===== src/design/timer_pkg.sv =====
// package: register map, field positions, reset values, codes for the timer
package timer_pkg;
  localparam logic [7:0]  channel_mode_addr      = 8'h18;
  localparam logic [7:0]  channel_enable_polarity_addr = 8'h20;
  localparam logic [7:0]  counter_value_addr     = 8'h24;
  localparam logic [7:0]  clock_divider_addr     = 8'h28;
  localparam logic [7:0]  reload_limit_addr      = 8'h2c;
  localparam logic [7:0]  channel_one_compare_addr = 8'h34;
  localparam logic [7:0]  channel_two_compare_addr = 8'h38;
  localparam logic [7:0]  run_control_addr       = 8'h00;
  // enable/polarity register: live bits, all others reserved zero
  localparam logic [15:0] enable_polarity_mask   = 16'h00bb;
  localparam int          ch1_enable_bit         = 0;
  localparam int          ch1_polarity_bit       = 1;
  localparam int          ch1_comp_polarity_bit  = 3;
  localparam int          ch2_enable_bit         = 4;
  localparam int          ch2_polarity_bit       = 5;
  localparam int          ch2_comp_polarity_bit  = 7;
  // channel mode register fields (channel n at offset 8*n)
  localparam int          direction_lsb          = 0;
  localparam int          event_div_lsb          = 2;
  localparam int          preload_bit            = 3;
  localparam int          compare_mode_lsb       = 4;
  localparam int          channel_field_step     = 8;
  localparam logic [15:0] channel_mode_mask      = 16'h7f7f;
  localparam logic [1:0]  direction_output       = 2'h0;
  localparam logic [1:0]  direction_own_pin      = 2'h1;
  localparam logic [1:0]  direction_other_pin    = 2'h2;
  localparam logic [15:0] reg_reset              = 16'h0000;
  localparam int          run_bit                = 0;
  localparam logic [1:0]  axi_okay               = 2'h0;
  localparam logic [1:0]  axi_slverr             = 2'h2;
  typedef enum logic [2:0] {
    mode_frozen   = 3'b000,
    mode_set      = 3'b001,
    mode_clear    = 3'b010,
    mode_toggle   = 3'b011,
    mode_force_lo = 3'b100,
    mode_force_hi = 3'b101,
    mode_pwm1     = 3'b110,
    mode_pwm2     = 3'b111
  } compare_mode_type;
endpackage


===== src/design/two_channel_timer_compare_core.sv =====
// two-channel timer: counter, prescaler, capture/compare, axi4-lite slave
//
// Behaviour
// - output polarity 0 active high, 1 active low
// - input pair 00 rising, 01 falling inverted
// - input pair 11 reacts on both edges
// - enable clear forces output and drive enable low
// - input enable gates capture into compare register
// - channel two bits 7,5,4 mirror channel one
// - reserved enable-register bits stay zero
// - counter readable and writable, reset zero
// - counter rate is input clock over divider+1
// - divider write takes effect at update event
// - reload register holds the counting period
// - counter stops while reload limit is zero
// - compare preload off immediate, on at update
// - active compare drives output reference continuously
// - channel one compare holds last capture one
// - channel two compare holds last capture two
// - every register reachable as 16-bit location
// - direction field writable only while channel disabled
// - capture event divider resets when enable cleared
//
// Our own choice: the AXI4-Lite interface to the registers.
`timescale 1ns/10ps
module two_channel_timer_compare_core
  import timer_pkg::*;
(
  // clock and reset
  input  wire logic        sys_clk,
  input  wire logic        nrst,
  // axi4-lite write address and data
  input  wire logic        s_axi_awvalid,
  output logic             s_axi_awready,
  input  wire logic [7:0]  s_axi_awaddr,
  input  wire logic        s_axi_wvalid,
  output logic             s_axi_wready,
  input  wire logic [31:0] s_axi_wdata,
  input  wire logic [3:0]  s_axi_wstrb,
  // axi4-lite write response
  output logic             s_axi_bvalid,
  input  wire logic        s_axi_bready,
  output logic [1:0]       s_axi_bresp,
  // axi4-lite read
  input  wire logic        s_axi_arvalid,
  output logic             s_axi_arready,
  input  wire logic [7:0]  s_axi_araddr,
  output logic             s_axi_rvalid,
  input  wire logic        s_axi_rready,
  output logic [31:0]      s_axi_rdata,
  output logic [1:0]       s_axi_rresp,
  // channel pins
  input  wire logic [1:0]  capture_pin,
  output logic             ch1_output,
  output logic             ch2_output,
  output logic [1:0]       output_drive_enable
);

  // all state of the core in one record
  typedef struct packed {
    logic        awready;
    logic        wready;
    logic        aw_held;
    logic [7:0]  aw_addr;
    logic        w_held;
    logic [31:0] w_data;
    logic [3:0]  w_strb;
    logic        bvalid;
    logic [1:0]  bresp;
    logic        arready;
    logic        rvalid;
    logic [31:0] rdata;
    logic [1:0]  rresp;
    logic [15:0] run_control;
    logic [15:0] channel_mode;
    logic [15:0] enable_polarity;
    logic [15:0] count;
    logic [15:0] divider_shadow;
    logic [15:0] divider_active;
    logic [15:0] divider_count;
    logic [15:0] reload_limit;
    logic [1:0][15:0] compare_shadow;
    logic [1:0][15:0] compare_active;
    logic [1:0][2:0]  event_count;
    logic [1:0]  reference;
    logic [1:0]  pin_out;
    logic [1:0]  pin_oe;
    logic [1:0]  sync1;
    logic [1:0]  sync2;
    logic [1:0]  sync3;
    logic [1:0]  settled;
  } state_type;

  state_type state;
  state_type next_state;

  // capture events per capture minus one (0, 1, 3, 7), from the event divider field
  function automatic logic [2:0] events_per_capture(input logic [1:0] code);
    unique case (code)
      2'h0: events_per_capture = 3'h0;
      2'h1: events_per_capture = 3'h1;
      2'h2: events_per_capture = 3'h3;
      2'h3: events_per_capture = 3'h7;
    endcase
  endfunction

  // 16-bit lane write with byte strobes
  function automatic logic [15:0] merge16(input logic [15:0] old,
                                          input logic [31:0] data,
                                          input logic [3:0]  strb);
    merge16 = old;
    if (strb[0]) begin
      merge16[7:0] = data[7:0];
    end
    if (strb[1]) begin
      merge16[15:8] = data[15:8];
    end
  endfunction

  logic        wr_go;
  logic        rd_go;
  logic        update_event;
  logic        count_tick;
  logic        run;
  logic [15:0] wr_value;
  logic [1:0]  dir [2];
  logic [1:0]  enable;
  logic [1:0]  polarity;
  logic [1:0]  comp_polarity;
  logic [1:0]  source;
  logic [1:0]  rise;
  logic [1:0]  fall;
  logic [1:0]  edge_hit;
  logic [1:0]  capture_now;
  logic [1:0]  ch_is_input;
  logic [15:0] mode_new;

  always_comb begin
    next_state = state;
    wr_go = state.aw_held && state.w_held && !state.bvalid;
    rd_go = s_axi_arvalid && state.arready;
    run = state.run_control[run_bit];
    wr_value = reg_reset;
    mode_new = reg_reset;
    for (int c = 0; c < 2; c++) begin
      dir[c] = state.channel_mode[c*channel_field_step+direction_lsb +: 2];
      ch_is_input[c] = dir[c] != direction_output;
    end
    enable[0] = state.enable_polarity[ch1_enable_bit];
    enable[1] = state.enable_polarity[ch2_enable_bit];
    polarity[0] = state.enable_polarity[ch1_polarity_bit];
    polarity[1] = state.enable_polarity[ch2_polarity_bit];
    comp_polarity[0] = state.enable_polarity[ch1_comp_polarity_bit];
    comp_polarity[1] = state.enable_polarity[ch2_comp_polarity_bit];

    // input stage: three-flop sampling, settled level changes on agreement
    next_state.sync1 = capture_pin;
    next_state.sync2 = state.sync1;
    next_state.sync3 = state.sync2;
    for (int c = 0; c < 2; c++) begin
      if (state.sync2[c] == state.sync3[c]) begin
        next_state.settled[c] = state.sync3[c];
      end
    end
    rise = next_state.settled & ~state.settled;
    fall = ~next_state.settled & state.settled;

    // time base: divider, counter, update event
    count_tick = 1'b0;
    update_event = 1'b0;
    if (run && state.reload_limit != reg_reset) begin
      if (state.divider_count >= state.divider_active) begin
        next_state.divider_count = reg_reset;
        count_tick = 1'b1;
      end else begin
        next_state.divider_count = state.divider_count + 16'h0001;
      end
    end
    if (count_tick) begin
      if (state.count >= state.reload_limit) begin
        next_state.count = reg_reset;
        update_event = 1'b1;
      end else begin
        next_state.count = state.count + 16'h0001;
      end
    end
    if (update_event) begin
      next_state.divider_active = state.divider_shadow;
    end

    // per channel capture and compare
    for (int c = 0; c < 2; c++) begin
      source[c] = (dir[c] == direction_other_pin) ? c == 0 : c == 1;
      unique case ({comp_polarity[c], polarity[c]})
        2'b00: edge_hit[c] = source[c] ? rise[1] : rise[0];
        2'b01: edge_hit[c] = source[c] ? fall[1] : fall[0];
        2'b11: edge_hit[c] = source[c] ? rise[1] | fall[1]
                                       : rise[0] | fall[0];
        2'b10: edge_hit[c] = 1'b0;
      endcase
      capture_now[c] = 1'b0;
      if (!enable[c]) begin
        next_state.event_count[c] = 3'h0;
      end else if (ch_is_input[c] && edge_hit[c]) begin
        if (state.event_count[c] >= events_per_capture(
              state.channel_mode[c*channel_field_step+event_div_lsb +: 2])) begin
          next_state.event_count[c] = 3'h0;
          capture_now[c] = 1'b1;
        end else begin
          next_state.event_count[c] = state.event_count[c] + 3'h1;
        end
      end
      if (capture_now[c]) begin
        next_state.compare_shadow[c] = state.count;
      end
      if (!ch_is_input[c] &&
          (!state.channel_mode[c*channel_field_step+preload_bit] ||
           update_event)) begin
        next_state.compare_active[c] = state.compare_shadow[c];
      end
      // output reference from active compare
      unique case (compare_mode_type'(
        state.channel_mode[c*channel_field_step+compare_mode_lsb +: 3]))
        mode_frozen:   next_state.reference[c] = state.reference[c];
        mode_set:      if (state.count == state.compare_active[c])
                         next_state.reference[c] = 1'b1;
        mode_clear:    if (state.count == state.compare_active[c])
                         next_state.reference[c] = 1'b0;
        mode_toggle:   if (state.count == state.compare_active[c])
                         next_state.reference[c] = ~state.reference[c];
        mode_force_lo: next_state.reference[c] = 1'b0;
        mode_force_hi: next_state.reference[c] = 1'b1;
        mode_pwm1:     next_state.reference[c] =
                         state.count < state.compare_active[c];
        mode_pwm2:     next_state.reference[c] =
                         !(state.count < state.compare_active[c]);
      endcase
      if (!ch_is_input[c] && enable[c]) begin
        next_state.pin_out[c] = next_state.reference[c] ^ polarity[c];
        next_state.pin_oe[c] = 1'b1;
      end else begin
        next_state.pin_out[c] = 1'b0;
        next_state.pin_oe[c] = 1'b0;
      end
    end

    // write channel: address and data taken in either order
    if (s_axi_awvalid && state.awready) begin
      next_state.aw_held = 1'b1;
      next_state.aw_addr = s_axi_awaddr;
      next_state.awready = 1'b0;
    end
    if (s_axi_wvalid && state.wready) begin
      next_state.w_held = 1'b1;
      next_state.w_data = s_axi_wdata;
      next_state.w_strb = s_axi_wstrb;
      next_state.wready = 1'b0;
    end
    if (wr_go) begin
      next_state.aw_held = 1'b0;
      next_state.w_held = 1'b0;
      next_state.bvalid = 1'b1;
      next_state.bresp = axi_okay;
      unique case (state.aw_addr)
        run_control_addr: begin
          wr_value = merge16(state.run_control, state.w_data, state.w_strb);
          next_state.run_control = wr_value & 16'h0001;
        end
        channel_mode_addr: begin
          mode_new = merge16(state.channel_mode, state.w_data, state.w_strb)
                     & channel_mode_mask;
          for (int c = 0; c < 2; c++) begin
            if (enable[c]) begin
              mode_new[c*channel_field_step+direction_lsb +: 2] = dir[c];
            end
          end
          next_state.channel_mode = mode_new;
        end
        channel_enable_polarity_addr: begin
          wr_value = merge16(state.enable_polarity, state.w_data,
                             state.w_strb);
          next_state.enable_polarity = wr_value & enable_polarity_mask;
        end
        counter_value_addr: begin
          next_state.count = merge16(state.count, state.w_data,
                                     state.w_strb);
        end
        clock_divider_addr: begin
          next_state.divider_shadow = merge16(state.divider_shadow,
                                              state.w_data, state.w_strb);
        end
        reload_limit_addr: begin
          next_state.reload_limit = merge16(state.reload_limit,
                                            state.w_data, state.w_strb);
        end
        channel_one_compare_addr: begin
          if (!ch_is_input[0]) begin
            next_state.compare_shadow[0] = merge16(state.compare_shadow[0],
                                                   state.w_data, state.w_strb);
          end
        end
        channel_two_compare_addr: begin
          if (!ch_is_input[1]) begin
            next_state.compare_shadow[1] = merge16(state.compare_shadow[1],
                                                   state.w_data, state.w_strb);
          end
        end
        default: next_state.bresp = axi_slverr;
      endcase
    end
    // response taken: ready for the next address and data
    if (state.bvalid && s_axi_bready) begin
      next_state.bvalid = 1'b0;
      next_state.awready = 1'b1;
      next_state.wready = 1'b1;
    end

    // read channel
    if (rd_go) begin
      next_state.arready = 1'b0;
      next_state.rvalid = 1'b1;
      next_state.rresp = axi_okay;
      next_state.rdata = 32'h0000_0000;
      unique case (s_axi_araddr)
        run_control_addr:   next_state.rdata[15:0] = state.run_control;
        channel_mode_addr:  next_state.rdata[15:0] = state.channel_mode;
        channel_enable_polarity_addr:
          next_state.rdata[15:0] = state.enable_polarity;
        counter_value_addr: next_state.rdata[15:0] = state.count;
        clock_divider_addr: next_state.rdata[15:0] = state.divider_shadow;
        reload_limit_addr:  next_state.rdata[15:0] = state.reload_limit;
        channel_one_compare_addr:
          next_state.rdata[15:0] = state.compare_shadow[0];
        channel_two_compare_addr:
          next_state.rdata[15:0] = state.compare_shadow[1];
        default:            next_state.rresp = axi_slverr;
      endcase
    end
    if (state.rvalid && s_axi_rready) begin
      next_state.rvalid = 1'b0;
      next_state.arready = 1'b1;
    end
  end

  // bus ready flags come out of reset high
  always_ff @(posedge sys_clk or negedge nrst) begin
    if (!nrst) begin
      state <= '0;
      state.awready <= 1'b1;
      state.wready <= 1'b1;
      state.arready <= 1'b1;
    end else begin
      state <= next_state;
    end
  end

  // outputs straight from state flip-flops
  assign s_axi_awready = state.awready;
  assign s_axi_wready = state.wready;
  assign s_axi_bvalid = state.bvalid;
  assign s_axi_bresp = state.bresp;
  assign s_axi_arready = state.arready;
  assign s_axi_rvalid = state.rvalid;
  assign s_axi_rdata = state.rdata;
  assign s_axi_rresp = state.rresp;
  assign ch1_output = state.pin_out[0];
  assign ch2_output = state.pin_out[1];
  assign output_drive_enable = state.pin_oe;

endmodule


===== config.mk =====
export PLATFORM = sky130hd
export DESIGN_NAME = two_channel_timer_compare_core
export DESIGN_NICKNAME = d
export VERILOG_FILES = /design/src/design/timer_pkg.sv /design/src/design/two_channel_timer_compare_core.sv
export SDC_FILE = /design/constraint.sdc
export NUM_CORES = 1
export LEC_CHECK = 0
export BUFFER_PORTS_ARGS = -buffer_cell sky130_fd_sc_hd__buf_2
export CORE_UTILIZATION = 52
export CTS_BUF_LIST = sky130_fd_sc_hd__clkbuf_16
export DETAILED_ROUTE_END_ITERATION = 8
export GPL_TIMING_DRIVEN = 0
export PLACE_DENSITY = 0.66
export RECOVER_POWER = 50
export SYNTH_ARGS = -nofsm -noshare
export SYNTH_HDL_FRONTEND = slang
export SYNTH_SLANG_ARGS = --single-unit
export TNS_END_PERCENT = 100

===== constraint.sdc =====
create_clock -name sys_clk -period 3.5 [get_ports sys_clk]
set_clock_uncertainty 0.05 [all_clocks]
set_input_delay 0.7 -clock sys_clk [delete_from_list [all_inputs] [get_ports sys_clk]]
set_output_delay 0.7 -clock sys_clk [all_outputs]
set_load 0.02 [all_outputs]

### After elaboration in Yosys (flattened, before gate mapping)

Cells that the tools add are included.

| word-level totals | value |
|---|---|
| register bits | 256 |
| input port bits | 61 |
| output and inout bits | 45 |

| operators by class | value |
|---|---|
| add/subtract/negate cells | 4 |
| magnitude comparators | 6 |
| equality and inequality tests | 54 |
| mux-type cells | 76 |
| bitwise logic cells | 12 |
| reductions and logical operators | 52 |

Operator list:

| operator | number |
|---|---|
| 2-to-1 mux 16 bit | 11 |
| case mux 16 bit (8 select lines) | 1 |
| == test 8 x 6 -> 1 bit (second input constant) | 12 |
| 2-to-1 mux 32 bit | 2 |
| 2-to-1 mux 37 bit | 1 |
| 2-to-1 mux 36 bit | 1 |
| 2-to-1 mux 1 bit | 34 |
| 2-to-1 mux 3 bit | 11 |
| adder 16 x 1 -> 16 bit (second input constant) | 2 |
| == test 16 bit | 2 |
| greater-or-equal comparator 16 bit | 2 |
| less-than comparator 16 bit | 2 |
| 2-to-1 mux 8 bit | 4 |
| == test 3 bit (second input constant) | 8 |
| case mux 3 bit (4 select lines) | 2 |
| AND reduction 3 bit | 8 |
| == test 2 bit (second input constant) | 10 |
| == test 8 x 5 -> 1 bit (second input constant) | 2 |
| zero test 8 bit | 2 |
| inequality test 4 bit (second input constant) | 4 |
| case mux 1 bit (8 select lines) | 2 |
| nonzero test 16 bit | 1 |
| nonzero test 2 bit | 8 |
| OR reduction 8 bit | 2 |
| other kinds (22) | 70 |

### Logic depth before layout (Yosys ltp)

| depth | value |
|---|---|
| depth after elaboration | 18 |
| mapped depth | 12 |

### Least setup slack after synthesis

OpenSTA, ideal clock, no wires.

| path | value |
|---|---|
| path kind | reg2reg |
| from | register state[183] in the netlist's numbering |
| to | register state[52] in the netlist's numbering |
| library setup time | 125 ps |
| data arrival time | 2629 ps |
| setup slack | 697 ps |
| stages on the path, launching flop included | 11 |
| clock period less this slack | 2803 ps |
| cells stage by stage | dfrtp_1 -> clkbuf_1 -> clkbuf_1 -> or2_2 -> ha_1 -> nand2b_1 -> a21o_1 -> a21o_1 -> and3_1 -> a22oi_4 -> mux2_2 |

| on the way | value |
|---|---|
| word-level cells in the longest chain between the ends | 12 |
| elaborated cells between the ends (all ways) | 15 |

RTL lines:

| item | RTL line | text |
|---|---|---|
| from (decl) | two_channel_timer_compare_core.sv:94 | `state_type state;` |
| from (signal assigned) | two_channel_timer_compare_core.sv:353 | `state <= next_state;` |
| == test 2 bit, or another cell as far along | two_channel_timer_compare_core.sv:99 | `unique case (code)` |
| case mux 3 bit (4 select lines) (*) | two_channel_timer_compare_core.sv:99 |  |
| 2-to-1 mux 3 bit (*) | two_channel_timer_compare_core.sv:204 | `end else if (ch_is_input[c] && edge_hit[c]) begin` |
| 2-to-1 mux 3 bit (*) | two_channel_timer_compare_core.sv:202 | `if (!enable[c]) begin` |
| greater-or-equal comparator 3 bit (*) | two_channel_timer_compare_core.sv:205 | `if (state.event_count[c] >= events_per_capture(` |
| 2-to-1 mux 1 bit (*) | two_channel_timer_compare_core.sv:205 |  |
| 2-to-1 mux 1 bit (*) | two_channel_timer_compare_core.sv:204 |  |
| 2-to-1 mux 1 bit (*) | two_channel_timer_compare_core.sv:202 |  |
| 2-to-1 mux 16 bit (*) | two_channel_timer_compare_core.sv:213 | `if (capture_now[c]) begin` |
| 2-to-1 mux 16 bit | two_channel_timer_compare_core.sv:297 | `if (!ch_is_input[0]) begin` |
| 2-to-1 mux 16 bit | two_channel_timer_compare_core.sv:264 | `unique case (state.aw_addr)` |
| 2-to-1 mux 32 bit (*) | two_channel_timer_compare_core.sv:259 | `if (wr_go) begin` |

Mark *: on every way between the ends. The rest lies on a longest branch, timed or not. The select of a mux whose other input is x is not followed.
A chain may end at the register's enable or synchronous reset.

### Worst setup path after layout

| path | value |
|---|---|
| from | register state[153] in the netlist's numbering |
| to | register state[22] in the netlist's numbering |

| on the way | value |
|---|---|
| word-level cells in the longest chain between the ends | 5 |

RTL lines:

| item | RTL line | text |
|---|---|---|
| greater-or-equal comparator 16 bit | two_channel_timer_compare_core.sv:180 | `if (state.count >= state.reload_limit) begin` |
| 2-to-1 mux 1 bit | two_channel_timer_compare_core.sv:180 |  |
| 2-to-1 mux 1 bit | two_channel_timer_compare_core.sv:179 | `if (count_tick) begin` |
| logical OR 1 bit | two_channel_timer_compare_core.sv:217 | `(!state.channel_mode[c*channel_field_step+preload_bit] \|\|` |
| logical AND 1 bit | two_channel_timer_compare_core.sv:216 | `if (!ch_is_input[c] &&` |

Every way passes these cells.

==> impl_results.rst <==
.. list-table::
   :header-rows: 1

   * - Metric
     - Value
   * - Number of cells on the worst hold path
     - 1
   * - Worst path setup slack after routing
     - 23.4 ps
   * - Final hold vios
     - 0
   * - Antenna violation net count after detailed routing
     - 0
   * - Top cell type by total area after synthesis
     - sky130_fd_sc_hd__dfrtp_1
   * - Via count of the first global-routing pass
     - 11600
   * - Drt wl/cell
     - 23.4 µm
   * - Initial drt markers
     - 1294
   * - Leftover overflow at the end of global routing
     - 0
   * - Run status
     - finished with violations
   * - Die height
     - 167 µm
   * - Worst hold start
     - capture_pin[0]
   * - Clock tree from TritonCTS
     - built
   * - # port buffers
     - 69
   * - Worst endpoint required time
     - 3870 ps
   * - Number of diodes added for antenna fixing
     - 0
   * - Final weighted congestion in routability-driven placement
     - 0.957
   * - Setup crit end kind
     - register
   * - Path type of the worst setup path
     - register to register
   * - H-tree level count
     - 1
   * - Actual slew at the worst max-slew pin
     - 2020 ps
   * - WHS Endpoint
     - next_state[4]
   * - Die outline area
     - 28000 µm²
   * - DR DRC count
     - 0
   * - RSZ-0062 raised after global routing
     - no
   * - Pins over their slew limit
     - 76
   * - Post-synthesis async set-or-reset flop share
     - 1.00
   * - Number of buffers created by CTS
     - 28
   * - Clock root cell
     - sky130_fd_sc_hd__clkbuf_16
   * - Placement-stage cell area
     - 15100 µm²
   * - Max-slew headroom
     - -0.347
   * - Setup violations, final
     - 0
   * - Final-layout setup total negative slack
     - 0 ps
   * - Later-pin clock latency in the skew report
     - 550 ps
   * - Register-to-register path setup slack
     - 20 ps
   * - Net count of the finished layout
     - 1650
   * - Buffers inserted by post-CTS timing repair
     - 0
   * - Max Cap Viol
     - 1
   * - Achievable Freq
     - 288 MHz
   * - Post-synth EDFFs
     - 0
   * - Final standard cell area without fillers
     - 16200 µm²
   * - Area of all sequential standard cells
     - 5910 µm²
   * - Period Utilization, post-route
     - 0.993
   * - Aggregate global-route resource usage
     - 0.317
   * - Number of standard-cell rows in the floorplan
     - 60
   * - Most instantiated library cell after synthesis
     - sky130_fd_sc_hd__dfrtp_1
   * - Leakage power
     - 7.51 nW
   * - Seq/Total Area, Yosys
     - 0.415
   * - Worst EP arrival
     - 3850 ps
   * - Worst-case hold slack
     - 204 ps
   * - Synth Register Bits
     - 236
   * - Width of the die
     - 167 µm
   * - Number of cells traversed by the worst register-to-register path
     - 8
   * - Worst setup slack before clock tree synthesis
     - -370 ps
   * - Average cell area after synthesis
     - 10.2 µm²
   * - First-pass GRT wire length
     - 68.1 mm
   * - Starting density of the core
     - 0.530
   * - Fillcell total
     - 2362
   * - Ys flop type
     - sky130_fd_sc_hd__dfrtp_1
   * - TritonRoute pass-1 iters
     - 6
   * - Startpoint of the lowest-slack register-to-register path
     - state[153]
   * - Fraction of final layout cells sized beyond drive strength 1
     - 0.237
   * - Violated checks
     - capacitance limit, slew limit
   * - Post-DP HPWL
     - 31.6 mm
   * - Leading cell types by total area after synthesis
     - sky130_fd_sc_hd__dfrtp_1 (41%), sky130_fd_sc_hd__mux2_2 (12%), sky130_fd_sc_hd__ha_1 (7.2%)
   * - Synthesized netlist cell count
     - 1389
   * - Count of boundary I/O pins
     - 106
   * - Cell types with the highest counts after synthesis
     - sky130_fd_sc_hd__dfrtp_1 (233), sky130_fd_sc_hd__mux2_2 (152), sky130_fd_sc_hd__o21ai_0 (90), sky130_fd_sc_hd__inv_1 (86), sky130_fd_sc_hd__nand2_1 (83)
   * - Max Root-Sink Buffers
     - 3
   * - Vias post-DR
     - 11900
   * - Largest net degree at the start of global routing
     - 84
   * - Share of the synthesized area in the top cell type
     - 0.410
   * - Clock slew seen by the registers of the worst setup and hold paths
     - 60 ps
   * - Synth cell types
     - 69
   * - Clock period minus worst slack
     - 3480 ps
   * - Antenna violations before repair
     - 2
   * - Vias per Instance
     - 6.38
   * - Critical path peak fanout
     - 10
   * - Final routed wirelength across all metal layers
     - 43.7 mm
   * - Power density of the placed cells
     - 703 nW/µm²
   * - Synth Warn #
     - 0
   * - Startpoint class of the critical path
     - register
   * - Combined area of the multi-input logic cells
     - 7510 µm²
   * - Hold buffer count at CTS
     - 0
   * - Num Clock Sinks
     - 236
   * - Class of the tightest hold or removal check
     - primary input to register
   * - Worst R2R End
     - state[22]
   * - Worst supply voltage drop on vdd
     - 0.547 mV
   * - Core outline area
     - 26900 µm²
   * - Netlist Area Pre-Place
     - 14200 µm²
   * - Area added between synthesis and finish
     - 13.5%
   * - Final cell count without fillers
     - 1870
   * - Inst Count DP
     - 1818
metal layers:
| metal | GRT usage | part of all wire |
|---|---|---|
| met1 | 0.447 | 0.43 |
| met2 | 0.480 | 0.43 |
| met3 | 0.0579 | 0.091 |
| met4 | 0.132 | 0.050 |
| met5 | 0 | 0 |
per-stage QoR:
step                      utilization  power (mW)
after CTS                       0.601        11.2
final                           0.601        11.4
after floorplan                     -        6.18
after global routing            0.601        11.8
after global placement          0.561        7.71
after detailed placement        0.563        7.86
cells by family after synthesis:
group | Yosys count | share of synthesized area
buf+inv | 197 | 0.0632
xor+xnor | 12 | 0.00738
compound gates | 296 | 0.142
fa+ha+maj | 82 | 0.0721
mux | 207 | 0.167
other cells | 1 | 0.000263
simple gates | 358 | 0.133
flops | 236 | 0.415
final cells by class:
cell class,instances,area share
Buffer,110,0.0356
Inverter,87,0.0202
Clock inverter,23,0.0181
Multi-Input combinational cell,973,0.465
Sequential cell,236,0.366
Timing Repair Buffer,71,0.0235
Tap cell,341,0.0264
Clock buffer,29,0.0449
what timing repair did:
item | CTS | global route
gates resized for setup | 2 | 11
setup endpoints to repair | 11 | 46
endpoints found under the hold margin | 0 | 0
worst max-delay path by stage:
stage                               start              end  slack [ps]  depth (start not counted)
after floorplan                state[183]        state[52]         700                         10
after global placement               nrst       state[255]       -2650                          1
after detailed placement  s_axi_araddr[7]  s_axi_rdata[14]        -370                          9
after CTS                      state[158]       ch2_output          30                          9
after global routing           state[153]        state[23]          20                          8
final                          state[153]        state[22]          20                          8
cells in the final DEF, fill, tap and decap left out, drive strengths merged, types with 8 or more instances in the layout:
cell type,count
dfrtp,233
mux2,162
buf,123
o21ai,90
inv,87
clkbuf,87
nand2,84
ha,82
nand3,65
nand4,55
a31oi,44
mux2i,40
nor2,40
a21oi,33
o311ai,30
nand2b,21
a211oi,19
conb,18
nor3,16
and3,15
a221oi,14
clkinv,14
a21o,12
a22oi,12
and2,10
nor2b,10
xor2,8
sequential cells by signal (all words and copies together) (netlist names):
signal / flops
s_axi_wready: 1
enable: 2
next_state: 4
s_axi_awready: 1
comp_polarity: 2
run: 1
s_axi_arready: 1
s_axi_rdata: 16
output_drive_enable: 2
s_axi_rvalid: 1
state: 194
s_axi_bvalid: 1
dir: 4
s_axi_rresp: 1
ch1_output: 1
s_axi_bresp: 1
ch2_output: 1
polarity: 2
worst max-delay path, cell delays in order (launching register included):
cell                       delay, ps
sky130_fd_sc_hd__dfrtp_1         710
sky130_fd_sc_hd__ha_1            370
sky130_fd_sc_hd__a21o_1          190
sky130_fd_sc_hd__a211oi_1        240
sky130_fd_sc_hd__o211ai_1        280
sky130_fd_sc_hd__a21oi_2         620
sky130_fd_sc_hd__clkbuf_1        600
sky130_fd_sc_hd__a31oi_1         170
sky130_fd_sc_hd__o311ai_1        120
report_power, final:
group	internal (mW)	switching [mW]	total, mW
Sequential	3.06	0.797	3.85
Clock	2.01	1.20	3.22
Combinational	1.38	2.92	4.29
Total	6.45	4.92	11.4
Power figures use the tool's default switching activity.
